<file path="src/verilog/clk_gate_pkg.sv">
// Register map, field layout and reset values of the clock gating block
`default_nettype none
package clk_gate_pkg;
	// Register byte offsets
	localparam logic [7:0] OFF_IRQ = 8'h08;
	localparam logic [7:0] OFF_HIGH_RST = 8'h0c;
	localparam logic [7:0] OFF_LOW_RST = 8'h10;
	localparam logic [7:0] OFF_SYS_EN = 8'h14;
	localparam logic [7:0] OFF_HIGH_EN = 8'h18;
	localparam logic [7:0] OFF_SUPERVISE = 8'h20;
	// Event sources: slow, fast, ext, pll, fail
	localparam int NUM_SRC = 5;
	localparam int SRC_FAIL = 4;
	localparam int FLAG_SLOW_POS = 0;
	localparam int FLAG_FAST_POS = 2;
	localparam int FLAG_EXT_POS = 3;
	localparam int FLAG_PLL_POS = 4;
	localparam int FLAG_FAIL_POS = 7;
	// Enable sits 8 above its flag, clear 16 above
	localparam int ENABLE_SHIFT = 8;
	localparam int CLEAR_SHIFT = 16;
	// Writable fields of each register
	localparam logic [31:0] IRQ_ENABLE_MASK = 32'h0000_1d00;
	localparam logic [14:0] HIGH_MASK = 15'h5a35;
	localparam logic [28:0] LOW_MASK = 29'h1020_0801;
	localparam int SYS_DMA_POS = 0;
	localparam int SYS_MEM_POS = 2;
	localparam logic [2:0] SYS_MASK = 3'h5;
	localparam logic [2:0] SYS_RESET = 3'h4;
	localparam int SUPERVISE_POS = 0;
	// Input synchroniser depth
	localparam int SYNC_STAGES = 3;
	// Peripheral selector codes for read masking
	localparam logic [3:0] SEL_DMA = 4'h0;
	localparam logic [3:0] SEL_LAST = 4'h8;
endpackage
`default_nettype wire

</file>
<file path="src/verilog/clock_ready_irq_and_periph_gating.sv">
// Clock ready interrupt flags, peripheral resets and clock enables
//
// Functional notes
// RULE1: Write one at 23 clears fail flag 7
// RULE2: Write one at 20 clears PLL flag 4
// RULE3: Write one at 19 clears ext flag 3
// RULE4: Write one at 18 clears fast flag 2
// RULE5: Write one at 16 clears slow flag 0
// RULE6: Bits 12,11,10,8 enable ready interrupts
// RULE7: Clock failure sets flag, raises fail interrupt
// RULE8: PLL lock sets flag, cleared only by software
// RULE9: Ext ready sets flag, cleared only by software
// RULE10: Fast ready sets flag, cleared only by software
// RULE11: Slow ready sets flag, cleared only by software
// RULE12: High bus resets: serial, spi, timer, converter
// RULE13: High bus resets: ports D, C, A, altfunc
// RULE14: Low bus resets: power, twowire, watchdog, timer
// RULE15: Memory clock bit resets one, runs in sleep
// RULE16: Bit 0 gates DMA clock, resets zero
// RULE17: High bus clocks: serial, spi, timer, converter
// RULE18: High bus clocks: ports D, C, A, altfunc
// RULE19: Reads of unclocked peripheral return zero
// RULE20: Supervised ready ext clock failure sets flag
// RULE21: Ready request is OR of flag-and-enable
// RULE22: Peripheral reset held while its bit is one
`timescale 1ns/1ps
`default_nettype none
module clock_ready_irq_and_periph_gating
(
	input wire logic pclk,
	input wire logic presetn,
	input wire logic psel,
	input wire logic penable,
	input wire logic pwrite,
	input wire logic [7:0] paddr,
	input wire logic [31:0] pwdata,
	output logic [31:0] prdata,
	output logic pready,
	output logic pslverr,
	input wire logic int_slow_ready_in,
	input wire logic int_fast_ready_in,
	input wire logic ext_fast_ready_in,
	input wire logic pll_lock_in,
	input wire logic ext_fast_clock_bad_in,
	input wire logic sleep_mode,
	input wire logic [31:0] periph_rdata_raw,
	input wire logic [3:0] periph_rd_sel,
	output logic [31:0] periph_rdata,
	output logic ready_irq,
	output logic clock_fail_interrupt,
	output logic [14:0] high_periph_reset,
	output logic [28:0] low_periph_reset,
	output logic [14:0] high_periph_clock_on,
	output logic dma_clock_on,
	output logic memory_clock_run
);

	////////////////////////////////////////////////////////////////////////
	// Storage

	// Register images as software sees them, reserved bits kept at zero
	logic [31:0] irq_q;
	logic [31:0] irq_d;
	logic [14:0] high_rst_q;
	logic [28:0] low_rst_q;
	logic [2:0] sys_en_q;
	logic [14:0] high_en_q;
	logic supervise_q;
	// Bus answer and output images, each a flip-flop of its own
	logic pready_q;
	logic pslverr_q;
	logic [31:0] prdata_q;
	logic ready_irq_q;
	logic [31:0] periph_rdata_q;
	logic mem_run_q;

	////////////////////////////////////////////////////////////////////////
	// Bus decode

	// Writes land at the access edge, the one at which ready is given
	wire setup_phase = psel & ~penable;
	wire wr_fire = psel & penable & pwrite & pready_q;
	// Address match per register
	wire hit_irq = paddr == clk_gate_pkg::OFF_IRQ;
	wire hit_high_rst = paddr == clk_gate_pkg::OFF_HIGH_RST;
	wire hit_low_rst = paddr == clk_gate_pkg::OFF_LOW_RST;
	wire hit_sys_en = paddr == clk_gate_pkg::OFF_SYS_EN;
	wire hit_high_en = paddr == clk_gate_pkg::OFF_HIGH_EN;
	wire hit_supervise = paddr == clk_gate_pkg::OFF_SUPERVISE;
	wire hit_any = hit_irq | hit_high_rst | hit_low_rst | hit_sys_en
		| hit_high_en | hit_supervise;
	// Write strobes, one per register
	wire wr_irq = wr_fire & hit_irq;
	wire wr_high_rst = wr_fire & hit_high_rst;
	wire wr_low_rst = wr_fire & hit_low_rst;
	wire wr_sys_en = wr_fire & hit_sys_en;
	wire wr_high_en = wr_fire & hit_high_en;
	wire wr_supervise = wr_fire & hit_supervise;

	// Clear bits are write-only and read back as zero
	wire [31:0] irq_view = irq_q & ~32'hffff_0000;
	// Read data of the addressed register; unmapped reads give zero
	wire [31:0] rd_mux =
		hit_irq ? irq_view :
		hit_high_rst ? {17'h0_0000, high_rst_q} :
		hit_low_rst ? {3'h0, low_rst_q} :
		hit_sys_en ? {29'h0000_0000, sys_en_q} :
		hit_high_en ? {17'h0_0000, high_en_q} :
		hit_supervise ? {31'h0000_0000, supervise_q} :
		32'h0000_0000;

	////////////////////////////////////////////////////////////////////////
	// Status input synchronisers and event detection

	wire [clk_gate_pkg::NUM_SRC-1:0] src_in = {ext_fast_clock_bad_in,
		pll_lock_in, ext_fast_ready_in, int_fast_ready_in, int_slow_ready_in};
	logic [clk_gate_pkg::NUM_SRC-1:0] filt_q;
	logic [clk_gate_pkg::NUM_SRC-1:0] filt_d;
	logic [clk_gate_pkg::NUM_SRC-1:0] set_ev;
	wire [clk_gate_pkg::NUM_SRC*8-1:0] flag_pos_tab = {
		8'(clk_gate_pkg::FLAG_FAIL_POS), 8'(clk_gate_pkg::FLAG_PLL_POS),
		8'(clk_gate_pkg::FLAG_EXT_POS), 8'(clk_gate_pkg::FLAG_FAST_POS),
		8'(clk_gate_pkg::FLAG_SLOW_POS)};

	// Source index of the external fast ready level in src_in
	localparam int SRC_EXT = 2;

	// Failure only counts while supervision is on and ext clock is ready;
	// with the ext clock not ready the monitor is off, so the fail flag cannot set
	wire fail_qualified = filt_q[clk_gate_pkg::SRC_FAIL] & supervise_q
		& filt_q[SRC_EXT]; // [RULE20]

	genvar gi;
	generate
		for (gi = 0; gi < clk_gate_pkg::NUM_SRC; gi = gi + 1)
		begin : g_src
			logic [clk_gate_pkg::SYNC_STAGES-1:0] sync_q;
			// First stage feeds only the second; stages 2 and 3 vote
			always_ff @(posedge pclk or negedge presetn)
			begin
				if (!presetn)
					sync_q <= '0;
				else
					sync_q <= {sync_q[clk_gate_pkg::SYNC_STAGES-2:0], src_in[gi]};
			end
			// Hold the last agreed level while stages 2 and 3 still differ
			assign filt_d[gi] = (sync_q[1] == sync_q[2]) ? sync_q[2] : filt_q[gi];
			always_ff @(posedge pclk or negedge presetn)
			begin
				if (!presetn)
					filt_q[gi] <= 1'b0;
				else
					filt_q[gi] <= filt_d[gi];
			end
			if (gi == clk_gate_pkg::SRC_FAIL)
			begin : g_fail
				// Level set: the flag re-arms while the failure persists
				assign set_ev[gi] = fail_qualified; // [RULE7] [RULE20]
			end
			else
			begin : g_ready
				// Rising edge of the filtered ready level
				assign set_ev[gi] = filt_d[gi] & ~filt_q[gi]; // [RULE8] [RULE9] [RULE10] [RULE11]
			end
		end
	endgenerate

	////////////////////////////////////////////////////////////////////////
	// Interrupt flag register next value; a set beats a same-cycle clear

	always_comb
	begin
		// Clear bits never store; they act only as strobes
		irq_d = irq_q & ~32'hffff_0000;
		if (wr_irq)
			irq_d = (irq_d & ~clk_gate_pkg::IRQ_ENABLE_MASK)
				| (pwdata & clk_gate_pkg::IRQ_ENABLE_MASK); // [RULE6]
		// Clear first, then set, so a same-cycle event is never lost
		for (int i = 0; i < clk_gate_pkg::NUM_SRC; i = i + 1)
		begin
			if (wr_irq && pwdata[flag_pos_tab[i*8 +: 5] + clk_gate_pkg::CLEAR_SHIFT])
				irq_d[flag_pos_tab[i*8 +: 5]] = 1'b0; // [RULE1] [RULE2] [RULE3] [RULE4] [RULE5]
			if (set_ev[i])
				irq_d[flag_pos_tab[i*8 +: 5]] = 1'b1; // [RULE7] [RULE8] [RULE9] [RULE10] [RULE11]
		end
	end

	// Request is each ready flag gated by its enable, then ORed
	wire [4:0] ready_terms = irq_q[4:0]
		& irq_q[4+clk_gate_pkg::ENABLE_SHIFT:clk_gate_pkg::ENABLE_SHIFT];
	wire ready_irq_d = |ready_terms; // [RULE21] [RULE6]

	// Flags and enables of the interrupt register
	always_ff @(posedge pclk or negedge presetn)
	begin
		if (!presetn)
			irq_q <= 32'h0000_0000;
		else
			irq_q <= irq_d;
	end

	// One cycle late, so the request is a clean flop output
	always_ff @(posedge pclk or negedge presetn)
	begin
		if (!presetn)
			ready_irq_q <= 1'b0;
		else
			ready_irq_q <= ready_irq_d;
	end

	////////////////////////////////////////////////////////////////////////
	// Peripheral reset and clock enable registers

	// Reset outputs follow the stored bits until software writes zero
	always_ff @(posedge pclk or negedge presetn)
	begin
		if (!presetn)
			high_rst_q <= 15'h0000;
		else if (wr_high_rst)
			high_rst_q <= pwdata[14:0] & clk_gate_pkg::HIGH_MASK; // [RULE12] [RULE13] [RULE22]
	end

	// Low bus resets hold the same way
	always_ff @(posedge pclk or negedge presetn)
	begin
		if (!presetn)
			low_rst_q <= 29'h0000_0000;
		else if (wr_low_rst)
			low_rst_q <= pwdata[28:0] & clk_gate_pkg::LOW_MASK; // [RULE14] [RULE22]
	end

	// Memory bit resets high, DMA bit low
	always_ff @(posedge pclk or negedge presetn)
	begin
		if (!presetn)
			sys_en_q <= clk_gate_pkg::SYS_RESET; // [RULE15] [RULE16]
		else if (wr_sys_en)
			sys_en_q <= pwdata[2:0] & clk_gate_pkg::SYS_MASK; // [RULE16]
	end

	// High bus clock gates; reserved bits never store
	always_ff @(posedge pclk or negedge presetn)
	begin
		if (!presetn)
			high_en_q <= 15'h0000;
		else if (wr_high_en)
			high_en_q <= pwdata[14:0] & clk_gate_pkg::HIGH_MASK; // [RULE17] [RULE18]
	end

	// Clock supervision switch for the failure monitor
	always_ff @(posedge pclk or negedge presetn)
	begin
		if (!presetn)
			supervise_q <= 1'b0;
		else if (wr_supervise)
			supervise_q <= pwdata[clk_gate_pkg::SUPERVISE_POS]; // [RULE20]
	end

	// Memory clock stops in sleep only when its bit is clear
	wire mem_run_d = ~sleep_mode | sys_en_q[clk_gate_pkg::SYS_MEM_POS]; // [RULE15]

	// Reset runs the clock, as the memory bit resets to one
	always_ff @(posedge pclk or negedge presetn)
	begin
		if (!presetn)
			mem_run_q <= 1'b1;
		else
			mem_run_q <= mem_run_d;
	end

	////////////////////////////////////////////////////////////////////////
	// Read masking of gated peripherals; costs one cycle of latency

	wire [8:0] periph_clk_vec = {high_en_q[14], high_en_q[12], high_en_q[11],
		high_en_q[9], high_en_q[5], high_en_q[4], high_en_q[2], high_en_q[0],
		sys_en_q[clk_gate_pkg::SYS_DMA_POS]};
	wire sel_valid = periph_rd_sel <= clk_gate_pkg::SEL_LAST;
	// Unused selectors fall back to a legal index so no X leaks in
	wire [3:0] sel_idx = sel_valid ? periph_rd_sel
		: clk_gate_pkg::SEL_DMA;
	wire sel_clocked = sel_valid & periph_clk_vec[sel_idx];
	wire [31:0] periph_rdata_d = sel_clocked ? periph_rdata_raw
		: 32'h0000_0000; // [RULE19]

	// One flop on the read path keeps the output a clean register
	always_ff @(posedge pclk or negedge presetn)
	begin
		if (!presetn)
			periph_rdata_q <= 32'h0000_0000;
		else
			periph_rdata_q <= periph_rdata_d;
	end

	////////////////////////////////////////////////////////////////////////
	// APB answer: ready in the first access cycle, no wait states

	// Ready follows each setup cycle, so no access has to wait
	always_ff @(posedge pclk or negedge presetn)
	begin
		if (!presetn)
			pready_q <= 1'b0;
		else
			pready_q <= setup_phase;
	end

	// Unmapped addresses answer with an error and zero data
	always_ff @(posedge pclk or negedge presetn)
	begin
		if (!presetn)
			pslverr_q <= 1'b0;
		else
			pslverr_q <= setup_phase & ~hit_any;
	end

	// Read data taken at setup holds until the next setup
	always_ff @(posedge pclk or negedge presetn)
	begin
		if (!presetn)
			prdata_q <= 32'h0000_0000;
		else if (setup_phase)
			prdata_q <= pwrite ? 32'h0000_0000 : rd_mux;
	end

	////////////////////////////////////////////////////////////////////////
	// Outputs, all straight from flip-flops

	// Register bus answer
	assign prdata = prdata_q;
	assign pready = pready_q;
	assign pslverr = pslverr_q;

	// Masked peripheral read data
	assign periph_rdata = periph_rdata_q;

	// Interrupt requests; the fail level is the flag bit itself
	assign ready_irq = ready_irq_q;
	assign clock_fail_interrupt = irq_q[clk_gate_pkg::FLAG_FAIL_POS]; // [RULE7]

	// Peripheral resets and clock gates
	assign high_periph_reset = high_rst_q;
	assign low_periph_reset = low_rst_q;
	assign high_periph_clock_on = high_en_q;
	assign dma_clock_on = sys_en_q[clk_gate_pkg::SYS_DMA_POS];
	assign memory_clock_run = mem_run_q;

endmodule
`default_nettype wire

</file>
<file path="config.mk">
export PLATFORM = sky130hd
export DESIGN_NAME = clock_ready_irq_and_periph_gating
export DESIGN_NICKNAME = d
export VERILOG_FILES = /design/src/verilog/clk_gate_pkg.sv /design/src/verilog/clock_ready_irq_and_periph_gating.sv
export SDC_FILE = /design/constraint.sdc
export NUM_CORES = 1
export LEC_CHECK = 0
export BUFFER_PORTS_ARGS = -buffer_cell sky130_fd_sc_hd__buf_2
export CAP_MARGIN = 20
export CORE_ASPECT_RATIO = 0.9
export CORE_UTILIZATION = 35
export DETAILED_ROUTE_END_ITERATION = 6
export HOLD_SLACK_MARGIN = 0.06
export PLACE_DENSITY = 0.67
export SYNTH_ARGS = -nofsm -noshare
export SYNTH_HDL_FRONTEND = slang
export SYNTH_SLANG_ARGS = --single-unit
</file>
<file path="constraint.sdc">
create_clock -name pclk -period 2.6 [get_ports pclk]
set_clock_uncertainty 0.2 [all_clocks]
set_input_delay 0.13 -clock pclk [delete_from_list [all_inputs] [get_ports pclk]]
set_output_delay 0.13 -clock pclk [all_outputs]
set_load 0.05 [all_outputs]
</file>
### Word-level counts from Yosys, hierarchy flattened

Cells that the tools add are included.

* register bits after elaboration: 127
* latch bits: 0
* RAM bits: 0
* ROM bits: 0
* bits of input ports: 87
* output and inout bits: 129
* word-level logic and storage cells: 100
* memories kept: 0

* add/sub/neg operators: 0
* $mul: 0
* div/mod/pow operators: 0
* order comparisons: 2
* equal/unequal tests: 11
* shift-type cells: 0
* multiplexer cells: 26
* bitwise logic cells: 33
* reduce and logical (&&, ||, !) cells: 6

Operators with widths (count)
* two-way mux 29 bit: 4
* two-way mux 32 bit: 1
* two-way mux 15 bit: 2
* equality test 8 x 5 -> 1 bit, second input constant: 3
* bitwise AND 1 bit: 18
* equality test 8 x 4 -> 1 bit, second input constant: 2
* two-way mux 16 bit: 1
* two-way mux 8 bit: 2
* bitwise OR 16 x 13 -> 16 bit: 1
* two-way mux 4 bit: 3
* two-way mux 5 bit: 2
* equality test 8 x 6 -> 1 bit, second input constant: 1
* two-way mux 1 bit: 8
* inverter 1 bit: 7
* two-way mux 3 bit: 2
* bitwise OR 1 bit: 6
* bitwise AND 5 bit: 1
* equality test 1 bit: 5
* logical AND 1 bit: 5
* < comparator 4 x 5 -> 1 bit, second input constant: 1
* OR reduction 5 bit: 1
* binary-select mux 1 bit (select 4 bit): 1
* <= comparator 4 bit, second input constant: 1

### Longest topological paths before layout

Gate-level depths: netlist of the first run.

* depth after elaboration: 15
* depth in mapped cells: 6

### Worst setup path after synthesis of the first run

OpenSTA, ideal clock, no wires.

* path type: register to register
* start: reg pready_q, in the netlist pready
* end: reg irq_q[10]
* library setup time: 125 ps
* arrival time: 1819 ps
* data required time: 2275 ps
* path slack: 457 ps
* cell stages (with the launch flop): 6
* clock period less this slack: 2143 ps
* path through: dfrtp_1 > and4_1 > clkbuf_1 > and3_1 > buf_2 > mux2_2

* word-level cells in the longest chain between the ends: 3

RTL lines
* from (decl): RTL line clock_ready_irq_and_periph_gating.sv:70 `logic pready_q;`
* from (signal assigned): RTL line clock_ready_irq_and_periph_gating.sv:303 `pready_q <= setup_phase;`
* bitwise AND 1 bit: RTL line clock_ready_irq_and_periph_gating.sv:82 `wire wr_fire = psel & penable & pwrite & pready_q;`
* bitwise AND 1 bit: RTL line clock_ready_irq_and_periph_gating.sv:93 `wire wr_irq = wr_fire & hit_irq;`
* two-way mux 16 bit: RTL line clock_ready_irq_and_periph_gating.sv:175 `if (wr_irq)`
* to (signal assigned): RTL line clock_ready_irq_and_periph_gating.sv:199 `irq_q <= irq_d;`
* to (decl): RTL line clock_ready_irq_and_periph_gating.sv:62 `logic [31:0] irq_q;`

No other way between the ends.
A chain may end at the register's enable or synchronous reset.

### Worst setup path in the final report of the first run

* start: in paddr[5]
* end: reg prdata_q[4], in the netlist prdata[4]

* word-level cells in the longest chain between the ends: 7
* elaborated cells on any way between the ends: 11

RTL lines
* from (decl): RTL line clock_ready_irq_and_periph_gating.sv:35 `input wire logic [7:0] paddr,`
* equality test 8 x 5 -> 1 bit: RTL line clock_ready_irq_and_periph_gating.sv:88 `wire hit_high_en = paddr == clk_gate_pkg::OFF_HIGH_EN;`
* two-way mux 15 bit: RTL line clock_ready_irq_and_periph_gating.sv:108 `hit_high_en ? {17'h0_0000, high_en_q} :`
* two-way mux 15 bit: RTL line clock_ready_irq_and_periph_gating.sv:107 `hit_sys_en ? {29'h0000_0000, sys_en_q} :`
* two-way mux 29 bit: RTL line clock_ready_irq_and_periph_gating.sv:106 `hit_low_rst ? {3'h0, low_rst_q} :`
* two-way mux 29 bit: RTL line clock_ready_irq_and_periph_gating.sv:105 `hit_high_rst ? {17'h0_0000, high_rst_q} :`
* two-way mux 29 bit (*): RTL line clock_ready_irq_and_periph_gating.sv:104 `hit_irq ? irq_view :`
* two-way mux 29 bit (*): RTL line clock_ready_irq_and_periph_gating.sv:321 `prdata_q <= pwrite ? 32'h0000_0000 : rd_mux;`
* to (signal assigned): RTL line clock_ready_irq_and_periph_gating.sv:321
* to (decl): RTL line clock_ready_irq_and_periph_gating.sv:72 `logic [31:0] prdata_q;`

Every way passes the cells marked *; elsewhere a longest branch is shown, timed or not.

==> impl_results.md, run 1 <==
* Status: completed
* CTS buffer count at 9
* CP dominant cell by count: dlygate4sd3_1
* Share of the synthesized area in the top cell type at 56.4%
* Post-synth top area cell: dfrtp_1
* Fin nets at 654
* Crit end category: register
* Via total after detailed routing at 3357
* GPL Wtd Cong at 0.866
* Final setup fails at 0
* Worst-path cell chain: dlygate4sd3_1 > buf_2 > nor4b_4 > nand4_1 > dlygate4sd3_1 > nand3_1 > dlygate4sd3_1
* VDD IR max at 0.335 mV
* DP HPWL at 7.75 mm
* Unique cell type count in the Yosys netlist at 49
* Clock Tree Buf Depth at 2
* Ports at 216
* Worst path required time at 2680 ps
* CTS tree: yes
* Syn-to-layout area delta at 36.9%
* Post-Layout Inst Area at 6130 sq um
* Worst slew pin tran at 655 ps
* Syn Std Cell Area at 4480 sq um
* Setup TNS at 0 ps
* Post-synth EDFFs at 0
* Placed cell area at 5180 sq um
* FF-to-FF path depth at 5
* # diodes at 0
* Min cycle time layout at 2520 ps
* Post-CTS Setup Bufs at 0
* Ratio of cells with drive above 1 in the final layout at 37.1%
* Critical Path Max Stage Delay at 590 ps
* Pwr per Cell Area at 578 nW/um^2
* Initial core utilization at 36.5%
* Iteration count of the initial detailed-routing pass at 4
* CP Max Fanout at 5
* Row cnt at 38
* Async SR Flop Fraction at 100%
* Synth Register Bits at 103
* Leakage at 0.00313 uW
* Initial antenna violation count at 1
* Worst hold slack at 116 ps
* Final WL at 11.2 mm
* Syn Inst Count at 359
* YS warnings at 0
* DRT iter0 DRCs at 153
* Worst Setup Start Kind: input port
* Critical Path Start: paddr[5]
* Hold Crit Class: in -> async
* Max Cap Viol at 0
* Fin crit share at 96.7%
* Overflow left after global routing at 0
* Arr. time, crit path at 2590 ps
* Most common cell in the synthesized netlist: dfrtp_1
* IO Port Bufs at 147
* Slowest CP cell: dlygate4sd3_1
* Post-synth top cells: dfrtp_1 (101), buf_4 (57), nor3b_1 (32), mux2_2 (29), nand2_1 (26)
* Later-pin clock latency in the skew report at 340 ps
* Count of pins over their slew limit at 0
* Top FF cell, synth: dfrtp_1
* Vias in the first global route at 3521
* Reg clk slew, reported paths at 70 ps
* Normalized max-slew margin at 56.0%
* Die X-Extent at 121 um
* Clock Tree Root: clkbuf_16
* Residual DRC at 0
* Pin count of the biggest net entering global routing at 63
* Fmax at 0.398 GHz
* RSZ-0062 raised after global routing: no
* Post-DRT Antenna Nets at 0
* Full die area at 13300 sq um
* Final hold vios at 0
* Clock Sinks at 103
* Flop2flop setup slack at 300 ps
* Core area at 12300 sq um
* Reg-to-reg startpoint: high_periph_clock_on[4]
* Wire length per cell at 15.3 um
* RR Endpoint: prdata[4]
* First-pass GRT wire length at 17.6 mm
* Overall routing resource usage at 17.4%
* CP Class: in -> reg
* Main area contributors after synthesis: dfrtp_1 (56%), buf_4 (9.6%), mux2_2 (7.3%), nor3b_1 (5.4%), nand2_1 (2.2%)
* Syn Area/Cell at 12.5 sq um
* Register area share after synthesis at 57.6%
* Via density at 4.59
* Die H at 109 um
* Htree depth at 3
final cells by class:
cell class | count | area, sq um
Fill cell | 1101 | 6130
Sequential cell | 103 | 2580
Multi-Input combinational cell | 233 | 1610
Timing Repair Buffer | 215 | 1420
Clock buffer | 11 | 253
Tap cell | 160 | 200
Clock inverter | 4 | 45.0
Inverter | 5 | 18.8
routing by layer:
layer | GRT usage (%) | share of wire, %
met3 | 3.79 | 5.8
met4 | 7.14 | 1.2
met2 | 29.6 | 51
met1 | 21.5 | 42
met5 | 0 | 0
worst max path at each step:
stage,to,slack (ps),depth (start not counted)
after floorplan,irq_q[10],460,5
after global placement,irq_q[10],610,4
after detailed placement,irq_q[12],560,4
after CTS,prdata[4],90,7
after global routing,prdata[4],40,7
final,prdata[4],80,7
cells by family after synthesis:
family          after synthesis  share of synthesized area (%)
simple gates                105                           15.7
fa+ha+maj                     5                           1.12
flops                       103                           57.6
other cells                   1                         0.0837
buf+inv                      75                           11.1
mux                          34                           8.68
compound gates               36                           5.67
timing repair:
action / 4_1_cts / 5_1_grt
endpoints found under the hold margin: 121 / 0
endpoints found under the setup margin: 0 / 1
resized for setup: 0 / 2
hold buffers: 64 / 0
per-stage QoR:
stage	setup slack, ps	std cells	total power [uW]	util, %
floorplan	457	411	2070	-
global placement	610	652	2140	42.2
detailed placement	557	652	2150	42.2
CTS	86.0	731	3580	49.9
global route	42.4	731	3690	50.0
finish	84.8	731	3540	50.0
where the power goes:
part	switching, uW	leakage (uW)	internal, uW
clock	553	0.000151	788
combinational	382	0.00162	157
sequential	18.6	0.00135	1640
cell usage in the layout, fill, tap and decap left out, types with 2 or more instances in the layout:
master / n
nor2_2: 2
a211oi_1: 2
nor2b_1: 3
clkbuf_16: 9
buf_4: 4
nor3_1: 2
o21ai_0: 11
maj3_1: 5
nand2b_1: 5
inv_1: 5
nor3b_1: 32
nor4_4: 2
a22oi_1: 5
dfrtp_1: 101
nand2_1: 26
nand3b_1: 3
conb_1: 53
o2bb2ai_1: 4
clkbuf_8: 2
nand3_1: 2
dlygate4sd3_1: 64
buf_2: 146
mux2i_1: 4
a21oi_1: 2
clkinv_2: 3
nand4_1: 3
a22o_1: 5
dfstp_2: 2
nor2_1: 6
nor4_1: 4
mux2_2: 29
worst max-delay path, delay by kind of cell:
| kind | cells | cell delay [ps] |
|---|---|---|
| AND/OR/NAND/NOR | 3 | 590 |
| buffers and inverters | 4 | 1860 |
registers in the layout, summed over array words and instances, names as in the netlist, 2 cells and up:
| name | flops |
|---|---|
| filt_q | 5 |
| g_src.sync_q | 15 |
| high_periph_clock_on | 8 |
| high_periph_reset | 8 |
| irq_q | 9 |
| low_periph_reset | 4 |
| periph_rdata | 32 |
| prdata | 15 |
| sys_en_q | 2 |
Note: power is estimated with default switching activity, not from simulation.
==> run 2, diff against run 1 <==
--- a/config.mk
+++ b/config.mk
@@ -8,10 +8,11 @@
 export BUFFER_PORTS_ARGS = -buffer_cell sky130_fd_sc_hd__buf_2
 export CAP_MARGIN = 20
 export CORE_ASPECT_RATIO = 0.9
-export CORE_UTILIZATION = 35
+export CORE_UTILIZATION = 46
 export DETAILED_ROUTE_END_ITERATION = 6
 export HOLD_SLACK_MARGIN = 0.06
-export PLACE_DENSITY = 0.67
+export MAX_ROUTING_LAYER = met4
+export PLACE_DENSITY = 0.84
 export SYNTH_ARGS = -nofsm -noshare
 export SYNTH_HDL_FRONTEND = slang
 export SYNTH_SLANG_ARGS = --single-unit
==> constraint.sdc (replaced) <==
create_clock -name pclk -period 2.8 [get_ports pclk]
set_clock_uncertainty 0.2 [all_clocks]
set_input_delay 0.14 -clock pclk [delete_from_list [all_inputs] [get_ports pclk]]
set_output_delay 0.14 -clock pclk [all_outputs]
set_load 0.05 [all_outputs]
==> impl_results.md, run 2 (synthesis results as in run 1) <==
* Status: completed
* FF-to-FF path depth at 3
* CP Class: in -> reg
* DR WL met2 at 5.65 mm
* Flop2flop setup slack at 830 ps
* Wire length per cell at 16.0 um
* CP top delay family: simple AND/OR/NAND/NOR gates
* Iteration count of the initial detailed-routing pass at 4
* First-pass GRT wire length at 17.4 mm
* Met3 wire length at 605 um
* Via total after detailed routing at 3362
* Clock Sinks at 103
* # diodes at 0
* DP HPWL at 7.40 mm
* Row cnt at 33
* Later-pin clock latency in the skew report at 370 ps
* Normalized max-slew margin at 51.9%
* Hold Crit Class: in -> reg
* CTS buffer count at 9
* Pin count of the biggest net entering global routing at 57
* Highest routed layer: met4
* Ratio of cells with drive above 1 in the final layout at 37.2%
* Post-CTS Setup Bufs at 0
* Initial antenna violation count at 0
* Via density at 4.86
* Full die area at 10100 sq um
* GPL Wtd Cong at 0.848
* Most common cell after layout, fill and taps aside: buf_2
* Routed length on met1 at 4.59 mm
* Post-DRT Antenna Nets at 0
* Crit end category: register
* Worst hold path startpoint: paddr[3]
* Max Cap Viol at 0
* Hold path cells at 4
* Arr. time, crit path at 2260 ps
* Pwr per Cell Area at 513 nW/um^2
* RR Endpoint: irq_q[12]
* Fmax at 0.465 GHz
* DRT iter0 DRCs at 106
* Hold EP: prdata[21]
* Post-Layout Inst Area at 5980 sq um
* Die X-Extent at 106 um
* Overall routing resource usage at 23.4%
* Leakage at 0.00307 uW
* Max FFs per register at 32
* Die H at 95.6 um
* Min cycle time layout at 2150 ps
* Reg-to-reg startpoint: pready
* VDD IR max at 0.408 mV
* Final WL at 11.1 mm
* Syn-to-layout area delta at 33.4%
* Fin nets at 652
* Worst slew pin tran at 722 ps
* Commonest cells after routing, fill and taps aside: buf_2 (146), dfrtp_1 (101), dlygate4sd3_1 (62)
* Ports at 216
* Worst Path Buf+Inv at 2
* Worst Setup Start Kind: input port
* Fin crit share at 76.9%
* Clock Tree Root: clkbuf_8
* Placed cell area at 5130 sq um
* Filler cells at 740
* Initial core utilization at 48.2%
* Htree depth at 3
* Residual DRC at 0
* Reg clk slew, reported paths at 110 ps
* CTS tree: yes
* Final hold vios at 0
* Worst-path cell chain: dlygate4sd3_1 > buf_2 > nor4_1 > nand2_1 > nor3_1 > a22o_1
* Core area at 9290 sq um
* Clock Tree Buf Depth at 2
* RSZ-0062 raised after global routing: no
* Vias in the first global route at 3475
* Slowest CP cell: dlygate4sd3_1
* Cts hold-fix bufs at 62
* IO Port Bufs at 147
* Count of pins over their slew limit at 0
* CP Max Fanout at 17
* Overflow left after global routing at 0
* CTS resizes at 0
* Setup TNS at 0 ps
* Final setup fails at 0
* Critical Path Max Stage Delay at 570 ps
* Worst path required time at 2910 ps
## run 2: cell types whose count changed in the layout (fill, tap and decap cells not counted)
cell / before / now
clkbuf_16: 9 / 0
clkbuf_8: 2 / 9
inv_8: 0 / 4
clkinv_2: 3 / 0
dlygate4sd3_1: 64 / 62
clkinv_8: 0 / 1
clkinvlp_4: 0 / 1
nor2_1: 6 / 7
nor2_2: 2 / 1
nor4b_2: 0 / 1
nor4b_4: 1 / 0
## run 2: worst min-delay path, stage by stage
cell and delay, ps:
buf_2 210, nor4_4 90, nand2b_1 80, o21ai_0 90
## run 2: power by group
| group | internal (uW) | switching (uW) |
|---|---|---|
| combinational | 145 | 352 |
| sequential | 1520 | 17.8 |
| clock | 446 | 582 |
## run 2: routing by layer
| layer | vias up | global-route usage [%] |
|---|---|---|
| li1 | 1556 | - |
| met1 | 1650 | 28.9 |
| met2 | 135 | 38.9 |
| met3 | 21 | 4.44 |
| met4 | 0 | 8.22 |
| met5 | - | - |
## run 2: layout make-up
type                    count  area, sq um  area share [%]
clock buffers               9          124            2.07
repair buffers            213         1400            23.4
flip-flops and latches    103         2580            43.2
multi-input cells         233         1600            26.8
inverters                   5         18.8           0.314
well taps                 122          153            2.55
clock inverters             7         98.8            1.65
## run 2: worst max-delay path by stage
| stage | from | end | slack, ps | depth (start not counted) |
|---|---|---|---|---|
| 2_1_floorplan | pready | irq_q[10] | 660 | 5 |
| 3_3_place_gp | paddr[3] | irq_q[10] | 780 | 4 |
| 3_5_place_dp | paddr[3] | irq_q[12] | 780 | 4 |
| 4_1_cts | paddr[5] | irq_q[12] | 630 | 5 |
| 5_1_grt | paddr[5] | irq_q[12] | 550 | 5 |
| 6_report | paddr[2] | prdata[8] | 650 | 6 |
## run 2: metrics by stage
stage	setup slack, ps	utilization, %	cells	power, uW	hold WS (ps)
5_1_grt	554	64.4	692	3190	78.6
6_report	648	64.4	692	3070	73.7
4_1_cts	629	64.4	692	3090	60.0
3_5_place_dp	784	55.3	614	2000	48.1
2_1_floorplan	657	-	411	1930	-356
3_3_place_gp	783	55.3	614	1990	25.7
==> run 3, diff against run 2 <==
==> constraint.sdc (replaced) <==
create_clock -name pclk -period 2.1 [get_ports pclk]
set_clock_uncertainty 0.2 [all_clocks]
set_input_delay 0.105 -clock pclk [delete_from_list [all_inputs] [get_ports pclk]]
set_output_delay 0.105 -clock pclk [all_outputs]
set_load 0.05 [all_outputs]
==> impl_results.md, run 3 (synthesis results as in run 1) <==
* Status: completed
* Overflow left after global routing at 0
* GPL Wtd Cong at 0.801
* Syn-to-layout area delta at 35.3%
* Crit end category: register
* Final setup fails at 0
* Clock Sinks at 103
* Iteration count of the initial detailed-routing pass at 5
* Count of pins over their slew limit at 0
* Clock power frac at 31.7%
* Most common cell after layout, fill and taps aside: buf_2
* Worst path required time at 2160 ps
* Residual DRC at 0
* Via total after detailed routing at 3476
* CP top delay family: simple AND/OR/NAND/NOR gates
* Ports at 216
* Pwr per Cell Area at 662 nW/um^2
* Fmax at 0.486 GHz
* Later-pin clock latency in the skew report at 380 ps
* Vias in the first global route at 3589
* CP Max Fanout at 8
* Switch share at 32.3%
* Initial antenna violation count at 0
* Final hold vios at 0
* CTS tree: yes
* CTS buffer count at 9
* Reg power frac at 51.2%
* Worst Path Buf+Inv at 2
* Wire length per cell at 17.0 um
* Row cnt at 33
* Min cycle time layout at 2060 ps
* Fin crit share at 98.0%
* Normalized max-slew margin at 36.7%
* Max FFs per register at 32
* # diodes at 0
* Clock Tree Root: clkbuf_8
* First-pass GRT wire length at 18.0 mm
* Pint at 2720 uW
* Initial core utilization at 48.2%
* Worst slew pin tran at 946 ps
* Worst Setup Start Kind: input port
* Die X-Extent at 106 um
* Final WL at 11.9 mm
* Gate power share at 17.1%
* Hold Crit Class: in -> async
* VDD IR max at 0.440 mV
* Leakage at 0.00312 uW
* Full die area at 10100 sq um
* Overall routing resource usage at 24.4%
* Post-Layout Inst Area at 6060 sq um
* Commonest cells after routing, fill and taps aside: buf_2 (146), dfrtp_1 (100), dlygate4sd3_1 (66)
* Tot Pwr at 4010 uW
* Pin count of the biggest net entering global routing at 48
* Max Cap Viol at 0
* IO Port Bufs at 147
* Ratio of cells with drive above 1 in the final layout at 37.9%
* Post-CTS Setup Bufs at 0
* Setup TNS at 0 ps
* DRT iter0 DRCs at 148
* Reg clk slew, reported paths at 100 ps
* Psw at 1290 uW
* Via density at 4.95
* Post-DRT Antenna Nets at 0
* Clock Tree Buf Depth at 2
* Worst-path cell chain: dlygate4sd3_1 > buf_2 > or4_4 > nor4_4 > nand2_4 > mux2_2
* Htree depth at 3
* Slowest CP cell: or4_4
* RSZ-0062 raised after global routing: no
* Placed cell area at 5190 sq um
* Die H at 95.6 um
* Filler cells at 718
* DP HPWL at 7.74 mm
* Arr. time, crit path at 2120 ps
* Fin nets at 662
* Core area at 9290 sq um
* Critical Path Max Stage Delay at 560 ps
* CP Class: in -> reg
[run 3: cell types whose count changed in the layout (fill, tap and decap cells not counted), sizes merged]
cell         delta
buf             +6
clkinv          +3
clkinvlp        -1
bufinv          -1
dlygate4sd3     +4
inv             -1
[run 3: worst paths after layout]
kind / from / to / slack, ps / cells past startpoint
max: paddr[6] / high_periph_clock_on[0] / 40 / 6
min: presetn / memory_clock_run / 80 / 2
max reg2reg: high_periph_clock_on[12] / periph_rdata[20] / 390 / 4
min reg2reg: g_src[3].sync_q[0] / g_src[3].sync_q[1] / 170 / 0
max in group asynchronous: presetn / high_periph_reset[4] / 260 / 3
min in group pclk: paddr[4] / prdata[14] / 90 / 5
[run 3: final cells by class]
type	instances	area (sq um)	area share [%]
sequential	103	2580	42.6
multi-input combinational	233	1600	26.5
timing repair buffer	223	1500	24.7
tap	122	153	2.52
clock buffer	9	124	2.04
clock inverter	7	83.8	1.38
inverter	5	18.8	0.310
[run 3: timing repair]
item,CTS,global route
hold endpoints to repair,180,0
setup endpoints to repair,0,4
hold buffers,66,0
gates resized for setup,0,1
[run 3: per-stage QoR]
stage	util, %	hold WS, ps	instances	worst slack [ps]
after floorplan	-	-391	411	87.5
after global placement	55.9	-89.3	620	246
after detailed placement	55.9	-88.4	620	220
after CTS	65.3	76.3	702	69.6
after global routing	65.3	84.9	702	20.4
final	65.3	84.8	702	42.4
[run 3: metal layers]
layer / share of wire [%] / global-route usage (%)
met1: 40 / 28.4
met2: 52 / 42.3
met3: 5.6 / 6.08
met4: 2.1 / 7.18
met5: 0 / -
[run 3: power by group through the flow]
stage,registers (uW),clock network (uW),logic (uW)
final,2060,1270,686
after global routing,2060,1370,727
after CTS,2060,1290,676
after detailed placement,2090,0,579
after global placement,2090,0,572
after floorplan,2180,0,387
[run 3: worst reg2reg max path, stage by stage (launching register included)]
cell and delay [ps]:
dfrtp_1 440, mux4_2 490, nor2_2 150, buf_12 210, nor3b_1 100
